==> src/common/usb_sysctl_pkg.sv <==
// constants, register layouts and timing counts for the usb device system control block
// assumes a 25 MHz register clock and a 32-bit axi4-lite register bus
package usb_sysctl_pkg;

  // register indices; byte address is four times the index
  localparam int ADDR_W = 16;
  localparam logic [13:0] IDX_SYSCTL = 14'h1C32;
  localparam logic [13:0] IDX_POWER = 14'h1C33;
  localparam logic [13:0] IDX_INT_STATUS = 14'h1C34;
  localparam logic [13:0] IDX_INT_ENABLE = 14'h1C35;
  localparam logic [13:0] IDX_EP_INDEX = 14'h1C36;
  localparam logic [13:0] IDX_TX_FIFO = 14'h1C37;
  localparam logic [13:0] IDX_RX_FIFO = 14'h1C38;

  // system control register layout
  typedef struct packed {
    logic module_power_down;
    logic session_end_comparator_en;
    logic vbus_detect_comparator_en;
    logic pll_suspend_override;
    logic [4:0] rsvd_hi;
    logic data_line_polarity;
    logic [1:0] rsvd_lo;
    logic osc_bias_resistor_off;
    logic osc_off;
    logic [1:0] cpu_access_width_select;
  } sysctl_type;
  localparam logic [15:0] SYSCTL_RESET = 16'hA040;
  localparam logic [15:0] SYSCTL_WMASK = 16'hF04F;
  localparam logic [1:0] ACCESS_RESERVED = 2'h3;

  // power register layout: low three bits writable, next three read-only
  typedef struct packed {
    logic [9:0] rsvd;
    logic session;
    logic high_speed_active;
    logic suspended;
    logic high_speed_enable;
    logic resume_ctrl;
    logic soft_connect;
  } power_type;

  // per-endpoint fifo placement: start in 8-byte units, size = 8 << code
  typedef struct packed {
    logic [1:0] rsvd;
    logic double_buf;
    logic [3:0] size_code;
    logic [8:0] start;
  } fifo_cfg_type;
  localparam logic [15:0] FIFO_WMASK = 16'h3FFF;
  localparam logic [15:0] EP0_FIFO_CFG = 16'h0600;
  localparam int FIFO_RAM_BYTES = 4096;
  localparam logic [2:0] EP_FIRST_DYN = 3'h1;
  localparam logic [2:0] EP_LAST_DYN = 3'h4;

  // interrupt status bits
  localparam int INT_SUSPEND = 0;
  localparam int INT_RESUME = 1;
  localparam int INT_RESET = 2;
  localparam int INT_SOF = 3;
  localparam int INT_CONNECT = 4;
  localparam int INT_DISCONNECT = 5;
  localparam int INT_EP0 = 6;
  localparam int INT_W = 11;
  localparam logic [INT_W-1:0] INT_ENABLE_RESET = 11'h7FF;

  // synchronised pin inputs
  localparam int SYN_VBUS = 0;
  localparam int SYN_ACTIVITY = 1;
  localparam int SYN_BUS_RESET = 2;
  localparam int SYN_RESUME = 3;
  localparam int SYN_HS_OK = 4;
  localparam int SYN_SOF = 5;
  localparam int SYN_EP0 = 6;
  localparam int SYN_W = 11;

  // timing
  localparam int CLK_KHZ = 25000;
  localparam int SUSPEND_IDLE_US = 3000;
  localparam int SUSPEND_CYCLES_DEF = (SUSPEND_IDLE_US * CLK_KHZ + 999) / 1000;

  localparam logic [1:0] RESP_OKAY = 2'h0;
  localparam logic [1:0] RESP_SLVERR = 2'h2;

  // byte-lane merge of a 16-bit register
  function automatic logic [15:0] merge16(input logic [15:0] old_v, input logic [15:0] new_v,
                                          input logic [1:0] strb);
    merge16 = {strb[1] ? new_v[15:8] : old_v[15:8], strb[0] ? new_v[7:0] : old_v[7:0]};
  endfunction : merge16

endpackage : usb_sysctl_pkg

==> src/rtl/usb_device_system_control.sv <==
// usb device system control: system control register, fifo placement table,
// connect/session, suspend/resume, bus reset speed negotiation and interrupt flags
// assumes pin-side inputs are asynchronous levels and an axi4-lite master on aclk
//
// What this block does
// - bit 15 powers the usb module down when 1; resets to 1
// - bit 14 enables the vbus session-end comparator; resets to 0
// - bit 13 enables the vbus detect comparator; resets to 1
// - bit 12 forces the phy pll out of suspend; resets to 0
// - bit 6 selects data-line polarity: 1 normal, 0 swaps d+ and d-
// - bit 3 disables the oscillator bias resistor when 1
// - bit 2 turns the usb oscillator off when 1
// - bits 1-0 pick word, high-byte or low-byte cpu access; 3 reserved
// - 4k fifo ram; per-endpoint start, max size, double buffer, via index
// - only endpoints 1-4 are placeable; endpoint 0 is 64 bytes at 0
// - soft connect plus vbus, with bit 15 clear, starts a session, sets session, adds pull-up
// - interrupts on endpoint done, reset, resume, suspend, connect, disconnect, sof
// - soft connect resets to 0; clearing it disconnects from the host
// - 3 ms without bus activity enters suspend and flags an interrupt
// - resume signalling leaves suspend automatically and flags an interrupt
// - no resume interrupt for a wake-up software started itself
// - bus reset with high speed enabled negotiates; result in status flag
// - the phy pll runs at 60 mhz as the usb-side clock
//
// The implementer's own choice: the AXI4-Lite register port.
`timescale 1ns/100ps
`default_nettype none

module usb_device_system_control import usb_sysctl_pkg::*; #(
  parameter int unsigned SUSPEND_CYCLES = SUSPEND_CYCLES_DEF
) (
  input wire logic aclk,
  input wire logic aresetn,
  input wire logic [ADDR_W-1:0] awaddr,
  input wire logic awvalid,
  output logic awready,
  input wire logic [31:0] wdata,
  input wire logic [3:0] wstrb,
  input wire logic wvalid,
  output logic wready,
  output logic [1:0] bresp,
  output logic bvalid,
  input wire logic bready,
  input wire logic [ADDR_W-1:0] araddr,
  input wire logic arvalid,
  output logic arready,
  output logic [31:0] rdata,
  output logic [1:0] rresp,
  output logic rvalid,
  input wire logic rready,
  input wire logic vbus_valid,
  input wire logic bus_activity,
  input wire logic bus_reset,
  input wire logic resume_seen,
  input wire logic hs_handshake_ok,
  input wire logic sof_seen,
  input wire logic [4:0] ep_xfer_done,
  output logic module_power_down,
  output logic session_end_comparator_en,
  output logic vbus_detect_comparator_en,
  output logic pll_suspend_override,
  output logic data_line_polarity,
  output logic osc_bias_resistor_off,
  output logic osc_off,
  output logic [1:0] cpu_access_width_select,
  output logic pullup_en,
  output logic hs_chirp_en,
  output logic resume_drive,
  output logic suspend_active,
  output logic irq
);

  localparam int CNT_W = $clog2(SUSPEND_CYCLES + 1);

  sysctl_type sysctl_reg;
  sysctl_type sysctl_next;
  fifo_cfg_type tx_cfg_reg [1:4];
  fifo_cfg_type rx_cfg_reg [1:4];
  logic [2:0] ep_index_reg;
  logic soft_connect_reg, resume_ctrl_reg, hs_enable_reg;
  logic session_reg, suspend_reg, hs_chirp_reg, hs_active_reg, irq_reg, resume_drive_reg;
  logic [INT_W-1:0] int_status_reg, int_enable_reg, ev_vec;
  logic [CNT_W-1:0] idle_cnt_reg;
  logic [SYN_W-1:0] pins, s1_reg, s2_reg, s3_reg, filt_reg, filt_next, rise_reg;
  logic aw_full_reg, w_full_reg, awready_reg, wready_reg, bvalid_reg, arready_reg, rvalid_reg;
  logic [ADDR_W-1:0] awaddr_reg;
  logic [15:0] wdata_reg, rd_data, wr_merged;
  logic [1:0] wstrb_reg, bresp_reg, rresp_reg;
  logic [31:0] rdata_reg;
  logic do_write, wr_hit, rd_hit, idx_dyn, idle_done;
  logic [13:0] wr_idx;
  power_type power_view;

  // pin inputs pass three flops; a change counts when the last two agree
  assign pins = {ep_xfer_done, sof_seen, hs_handshake_ok, resume_seen, bus_reset,
                 bus_activity, vbus_valid};
  assign filt_next = ((s2_reg ~^ s3_reg) & s3_reg) | ((s2_reg ^ s3_reg) & filt_reg);
  always_ff @(posedge aclk) begin
    if (!aresetn) begin
      s1_reg <= '0;
      s2_reg <= '0;
      s3_reg <= '0;
      filt_reg <= '0;
      rise_reg <= '0;
    end else begin
      s1_reg <= pins;
      s2_reg <= s1_reg;
      s3_reg <= s2_reg;
      filt_reg <= filt_next;
      rise_reg <= filt_next & ~filt_reg;
    end
  end

  // axi write channel: address and data taken in any order, response after both
  assign wr_idx = awaddr_reg[ADDR_W-1:2];
  assign do_write = aw_full_reg & w_full_reg & ~bvalid_reg;
  assign idx_dyn = (ep_index_reg >= EP_FIRST_DYN) && (ep_index_reg <= EP_LAST_DYN);
  assign wr_hit = (wr_idx >= IDX_SYSCTL) && (wr_idx <= IDX_RX_FIFO);
  always_ff @(posedge aclk) begin
    if (!aresetn) begin
      aw_full_reg <= 1'b0;
      w_full_reg <= 1'b0;
      awready_reg <= 1'b1;
      wready_reg <= 1'b1;
      bvalid_reg <= 1'b0;
      bresp_reg <= RESP_OKAY;
      awaddr_reg <= '0;
      wdata_reg <= '0;
      wstrb_reg <= '0;
    end else begin
      if (awvalid && awready_reg) begin
        aw_full_reg <= 1'b1;
        awready_reg <= 1'b0;
        awaddr_reg <= awaddr;
      end
      if (wvalid && wready_reg) begin
        w_full_reg <= 1'b1;
        wready_reg <= 1'b0;
        wdata_reg <= wdata[15:0];
        wstrb_reg <= wstrb[1:0];
      end
      if (do_write) begin
        aw_full_reg <= 1'b0;
        w_full_reg <= 1'b0;
        bvalid_reg <= 1'b1;
        bresp_reg <= wr_hit ? RESP_OKAY : RESP_SLVERR;
      end
      if (bvalid_reg && bready) begin
        bvalid_reg <= 1'b0;
        awready_reg <= 1'b1;
        wready_reg <= 1'b1;
      end
    end
  end

  // system control register; a reserved access width code leaves the field as it was
  assign wr_merged = merge16(sysctl_reg, wdata_reg, wstrb_reg);
  always_comb begin
    sysctl_next = sysctl_type'(wr_merged & SYSCTL_WMASK);
    if (sysctl_next.cpu_access_width_select == ACCESS_RESERVED) begin
      sysctl_next.cpu_access_width_select = sysctl_reg.cpu_access_width_select;
    end
  end
  always_ff @(posedge aclk) begin
    if (!aresetn) begin
      sysctl_reg <= sysctl_type'(SYSCTL_RESET);
    end else if (do_write && wr_idx == IDX_SYSCTL) begin
      sysctl_reg <= sysctl_next;
    end
  end

  // power controls, endpoint index and interrupt enables
  always_ff @(posedge aclk) begin
    if (!aresetn) begin
      soft_connect_reg <= 1'b0;
      resume_ctrl_reg <= 1'b0;
      hs_enable_reg <= 1'b0;
      ep_index_reg <= '0;
      int_enable_reg <= INT_ENABLE_RESET;
    end else if (do_write) begin
      if (wr_idx == IDX_POWER && wstrb_reg[0]) begin
        soft_connect_reg <= wdata_reg[0];
        resume_ctrl_reg <= wdata_reg[1];
        hs_enable_reg <= wdata_reg[2];
      end
      if (wr_idx == IDX_EP_INDEX && wstrb_reg[0]) begin
        ep_index_reg <= wdata_reg[2:0];
      end
      if (wr_idx == IDX_INT_ENABLE) begin
        int_enable_reg <= INT_W'(merge16({5'h00, int_enable_reg}, wdata_reg, wstrb_reg));
      end
    end
  end

  // indexed fifo placement for endpoints 1-4; endpoint 0 is fixed
  always_ff @(posedge aclk) begin
    if (!aresetn) begin
      for (int i = 1; i <= 4; i++) begin
        tx_cfg_reg[i] <= '0;
        rx_cfg_reg[i] <= '0;
      end
    end else if (do_write && idx_dyn) begin
      if (wr_idx == IDX_TX_FIFO) begin
        tx_cfg_reg[ep_index_reg] <= fifo_cfg_type'(merge16(tx_cfg_reg[ep_index_reg], wdata_reg,
                                                           wstrb_reg) & FIFO_WMASK);
      end
      if (wr_idx == IDX_RX_FIFO) begin
        rx_cfg_reg[ep_index_reg] <= fifo_cfg_type'(merge16(rx_cfg_reg[ep_index_reg], wdata_reg,
                                                           wstrb_reg) & FIFO_WMASK);
      end
    end
  end

  // read decode
  assign power_view = '{rsvd: '0, session: session_reg, high_speed_active: hs_active_reg,
                        suspended: suspend_reg, high_speed_enable: hs_enable_reg,
                        resume_ctrl: resume_ctrl_reg, soft_connect: soft_connect_reg};
  always_comb begin
    rd_data = 16'h0000;
    rd_hit = 1'b1;
    case (araddr[ADDR_W-1:2])
      IDX_SYSCTL: rd_data = 16'(sysctl_reg) & SYSCTL_WMASK;
      IDX_POWER: rd_data = 16'(power_view);
      IDX_INT_STATUS: rd_data = 16'(int_status_reg);
      IDX_INT_ENABLE: rd_data = 16'(int_enable_reg);
      IDX_EP_INDEX: rd_data = 16'(ep_index_reg);
      IDX_TX_FIFO: rd_data = (ep_index_reg == 3'h0) ? EP0_FIFO_CFG :
                             (idx_dyn ? 16'(tx_cfg_reg[ep_index_reg]) : 16'h0000);
      IDX_RX_FIFO: rd_data = (ep_index_reg == 3'h0) ? EP0_FIFO_CFG :
                             (idx_dyn ? 16'(rx_cfg_reg[ep_index_reg]) : 16'h0000);
      default: rd_hit = 1'b0;
    endcase
  end

  // axi read channel: data one cycle after the address is taken
  always_ff @(posedge aclk) begin
    if (!aresetn) begin
      arready_reg <= 1'b1;
      rvalid_reg <= 1'b0;
      rdata_reg <= 32'h0000_0000;
      rresp_reg <= RESP_OKAY;
    end else if (arvalid && arready_reg) begin
      arready_reg <= 1'b0;
      rvalid_reg <= 1'b1;
      rdata_reg <= {16'h0000, rd_data};
      rresp_reg <= rd_hit ? RESP_OKAY : RESP_SLVERR;
    end else if (rvalid_reg && rready) begin
      rvalid_reg <= 1'b0;
      arready_reg <= 1'b1;
    end
  end

  // session follows soft connect and vbus while the module is powered
  always_ff @(posedge aclk) begin
    if (!aresetn) begin
      session_reg <= 1'b0;
    end else begin
      session_reg <= soft_connect_reg & filt_reg[SYN_VBUS] & ~sysctl_reg.module_power_down;
    end
  end

  // idle counter: restarts on any bus activity, expiry enters suspend
  assign idle_done = (idle_cnt_reg == CNT_W'(SUSPEND_CYCLES - 1)) & ~filt_reg[SYN_ACTIVITY];
  always_ff @(posedge aclk) begin
    if (!aresetn) begin
      idle_cnt_reg <= '0;
    end else if (!session_reg || suspend_reg || filt_reg[SYN_ACTIVITY] || idle_done) begin
      idle_cnt_reg <= '0;
    end else begin
      idle_cnt_reg <= idle_cnt_reg + 1'b1;
    end
  end

  // suspend state: entered by idle, left by resume, end of own wake-up, or bus reset
  always_ff @(posedge aclk) begin
    if (!aresetn) begin
      suspend_reg <= 1'b0;
      resume_drive_reg <= 1'b0;
    end else begin
      if (!session_reg || rise_reg[SYN_BUS_RESET] || (suspend_reg && rise_reg[SYN_RESUME]) ||
          (resume_drive_reg && !resume_ctrl_reg)) begin
        suspend_reg <= 1'b0;
      end else if (session_reg && !suspend_reg && idle_done) begin
        suspend_reg <= 1'b1;
      end
      resume_drive_reg <= resume_ctrl_reg & suspend_reg;
    end
  end

  // high-speed negotiation while bus reset is held
  always_ff @(posedge aclk) begin
    if (!aresetn) begin
      hs_chirp_reg <= 1'b0;
      hs_active_reg <= 1'b0;
    end else begin
      hs_chirp_reg <= filt_reg[SYN_BUS_RESET] & hs_enable_reg & session_reg;
      if (!session_reg || rise_reg[SYN_BUS_RESET]) begin
        hs_active_reg <= 1'b0;
      end else if (hs_chirp_reg && rise_reg[SYN_HS_OK]) begin
        hs_active_reg <= 1'b1;
      end
    end
  end

  // event flags: set wins over a write-one-to-clear in the same cycle
  always_comb begin
    ev_vec = '0;
    ev_vec[INT_SUSPEND] = session_reg & ~suspend_reg & idle_done;
    ev_vec[INT_RESUME] = suspend_reg & rise_reg[SYN_RESUME] & ~resume_ctrl_reg;
    ev_vec[INT_RESET] = session_reg & rise_reg[SYN_BUS_RESET];
    ev_vec[INT_SOF] = session_reg & rise_reg[SYN_SOF];
    ev_vec[INT_CONNECT] = soft_connect_reg & filt_reg[SYN_VBUS] &
                          ~sysctl_reg.module_power_down & ~session_reg;
    ev_vec[INT_DISCONNECT] = session_reg & ~(soft_connect_reg & filt_reg[SYN_VBUS] &
                                             ~sysctl_reg.module_power_down);
    ev_vec[INT_W-1:INT_EP0] = rise_reg[SYN_W-1:SYN_EP0];
  end
  always_ff @(posedge aclk) begin
    if (!aresetn) begin
      int_status_reg <= '0;
      irq_reg <= 1'b0;
    end else begin
      if (do_write && wr_idx == IDX_INT_STATUS) begin
        int_status_reg <= (int_status_reg & ~INT_W'(wdata_reg & {{8{wstrb_reg[1]}},
                           {8{wstrb_reg[0]}}})) | ev_vec;
      end else begin
        int_status_reg <= int_status_reg | ev_vec;
      end
      irq_reg <= |(int_status_reg & int_enable_reg);
    end
  end

  // outputs straight from flops
  assign awready = awready_reg;
  assign wready = wready_reg;
  assign bvalid = bvalid_reg;
  assign bresp = bresp_reg;
  assign arready = arready_reg;
  assign rvalid = rvalid_reg;
  assign rdata = rdata_reg;
  assign rresp = rresp_reg;
  assign module_power_down = sysctl_reg.module_power_down;
  assign session_end_comparator_en = sysctl_reg.session_end_comparator_en;
  assign vbus_detect_comparator_en = sysctl_reg.vbus_detect_comparator_en;
  assign pll_suspend_override = sysctl_reg.pll_suspend_override;
  assign data_line_polarity = sysctl_reg.data_line_polarity;
  assign osc_bias_resistor_off = sysctl_reg.osc_bias_resistor_off;
  assign osc_off = sysctl_reg.osc_off;
  assign cpu_access_width_select = sysctl_reg.cpu_access_width_select;
  assign pullup_en = session_reg;
  assign hs_chirp_en = hs_chirp_reg;
  assign resume_drive = resume_drive_reg;
  assign suspend_active = suspend_reg;
  assign irq = irq_reg;
endmodule : usb_device_system_control

`default_nettype wire

==> config.mk <==
export PLATFORM = sky130hd
export DESIGN_NAME = usb_device_system_control
export DESIGN_NICKNAME = d
export VERILOG_FILES = /design/src/common/usb_sysctl_pkg.sv /design/src/rtl/usb_device_system_control.sv
export SDC_FILE = /design/constraint.sdc
export NUM_CORES = 1
export LEC_CHECK = 0
export BUFFER_PORTS_ARGS = -buffer_cell sky130_fd_sc_hd__buf_2
export CAP_MARGIN = 10
export CORE_MARGIN = 5
export CORE_UTILIZATION = 44
export DETAILED_ROUTE_END_ITERATION = 10
export PLACE_DENSITY = 0.59
export SETUP_SLACK_MARGIN = 0.1
export SYNTH_ARGS = -nofsm -noshare
export SYNTH_HDL_FRONTEND = slang
export SYNTH_SLANG_ARGS = --single-unit
==> constraint.sdc <==
create_clock -name aclk -period 2.91 [get_ports aclk]
set_input_delay 0 -clock aclk [delete_from_list [all_inputs] [get_ports aclk]]
set_output_delay 0 -clock aclk [all_outputs]
set_load 0.02 [all_outputs]
==> flow_summary.toml <==
[timing]
relSlewSlack = 0.3520
clock.fmax_mhz = 397.9
finalCriticalPeriod_ns = 2.513
maxSlewViolCount = 0
min_period_over_period = 0.8636
hold_violations = 0
fin_skew_ns = 0.02046
tightest_slew_ns = 0.9586
setup_viol = 0
rsz0062_at_grt = "false"
tns_ns = 0

[global_routing]
gr-total-overflow = 0
grt_max_degree = 68
antenna_found_initial = 0
grt_pass1_vias = 10952
grt_pass1_wl_um = 62830
grt_usage = 0.1980

[critical_path]
required_ns = 3.16
path_max_fanout = 17
crit_arrival_ns = 2.76
setup.worst_path.end_class = "register"
path_buf_inv = 1
crit_family = "multiplexers"
cp_slowest_cell = "dfxtp_4"
cp-start-kind = "register"
setup.worst_path.class = "reg2reg"
worstPathCellList = "mux4_2 > mux2_2 > o21ai_0 > inv_1"
critPathMaxStageDelay_ns = 0.58

[logic_synthesis]
ys_types = 61
synth_top_area_cell = "edfxtp_1"
synth_common_cells = "edfxtp_1, nor2_1, dfxtp_1"
synth_most_common_cell = "edfxtp_1"
avgSynthCellArea_um2 = 12.33
synth_area_leaders = "edfxtp_1, dfxtp_1, mux4_2"
ys.flop_type = "edfxtp_1"
synth_cells = 1316
ys_async_sr_fraction = 0
syn_area_um2 = 16230
ys_warn_count = 0
synth_seq_area_share = 0.6280
ys_ff_latch = 397
synth-edff-count = 224
synth_top_area_frac = 0.4146

[pwr]
ir_drop_v = 0.0005235
powerDensity_nw_per_um2 = 625.2
leakage_nw = 7.463

[cts]
post_cts_buffers = 0
htree_levels = 2
holdBufCountCts = 51
cts_buffer_depth = 3
cts_tree = "yes"
clk_pin_slew_ns = 0.06
cts.sinks = 397
cts_root_buf = "clkbuf_16"
ctsResizeCount = 0
cts_buffers = 42
clkLatencyLatePin_ns = 0.56

[cells_and_area]
nFillCells = 3107
antennaDiodeCount = 0
final_area_um2 = 19740
syn_to_final_growth_pct = 21.67
nets = 1705
drive_above_1_share = 0.1836

[die]
coreArea_um2 = 36520
die_w_um = 202.0
die_height_um = 202.0
start_util = 0.4443
boundaryPins = 141
die_area_um2 = 40820
rows = 70

[run_status]
status = "completed"

[route]
postRouteAntennaNets = 0
drt_first_iter_violations = 705
num_vias = 10986
wl_per_cell_um = 19.34
wirelength_um = 40760
drc = 0
via_per_inst = 5.214
drt-pass1-iter-count = 5

[place]
place_area_um2 = 17850
place_congestion = 0.8459
numPortBuffers = 100
hpwl_um = 27940

[hold_path]
hp-start = "araddr[5]"
hp-class = "in2reg"

[job]
cap_viol_max_count = 0
==> per-layer routing <==
layer,GRT usage,wire (um)
met1,0.2668,17390
met2,0.3334,19930
met3,0.03241,2531
met4,0.05737,903
met5,0,0
==> cells in the final DEF (no fill, tap or decap), types with 48 or more instances in the layout <==
cell,n
edfxtp_1,224
nor2_1,183
dfxtp_1,171
nand2_1,150
conb_1,130
buf_2,100
a21oi_1,80
mux4_2,56
mux2i_1,53
dlygate4sd3_1,51
buf_4,48
==> path summary, 6_finish.rpt <==
path	endpoint	depth (start not counted)	slack, ns
worst min register to register	rise_reg[4]	1	0.41
worst max register to register	rx_cfg_reg[0][6]	4	0.40
worst max-delay path	rx_cfg_reg[0][6]	4	0.40
worst min-delay path	rdata[14]	5	0.15
==> logic make-up after synthesis <==
family	count (synthesis)	synth area share
muxes	124	0.1208
AOI/OAI and AO/OA	175	0.06416
and+or+nand+nor	468	0.1350
adders and majority gates	12	0.009253
buffers and inverters	124	0.03439
other	1	0.0002311
xor gates and xnor gates	15	0.008097
DFF	397	0.6280
==> per-stage QoR <==
step                      power (mW)  cells  hold WS, ns  setup slack, ns    util
final                          12.34   2107       0.1515           0.3969  0.5405
after global routing           12.77   2107       0.1691           0.2261  0.5405
after CTS                      12.46   2107       0.1362           0.3806  0.5405
after detailed placement       7.096   1980       0.2111           0.4011  0.4886
after global placement         7.074   1980       0.2082           0.4444  0.4886
after floorplan                6.841   1445       0.1004           0.5944       -
==> power breakdown <==
| part | leakage, nW | total, mW | switching (mW) | internal (mW) |
|---|---|---|---|---|
| combinational | 3.21 | 0.703 | 0.423 | 0.280 |
| sequential | 3.58 | 6.33 | 0.107 | 6.22 |
| clock | 0.678 | 5.31 | 2.14 | 3.16 |
==> final cells by class <==
| cell class | count | area, um2 | share of cell area |
|---|---|---|---|
| clock buffers | 67 | 1308 | 0.06623 |
| clock inverters | 9 | 77.57 | 0.003930 |
| inverters | 38 | 142.6 | 0.007225 |
| multi-input cells | 924 | 5962 | 0.3020 |
| flip-flops and latches | 397 | 10190 | 0.5164 |
| well taps | 468 | 585.6 | 0.02966 |
| repair buffers | 204 | 1471 | 0.07453 |
==> tightest hold or removal path, delay by kind of cell <==
kind	cells	cell delay [ns]
AOI/OAI and AO/OA	1	0.06
buffers and inverters	1	0.17
and+or+nand+nor	3	0.42
Note: power is estimated with default switching activity, not from simulation.
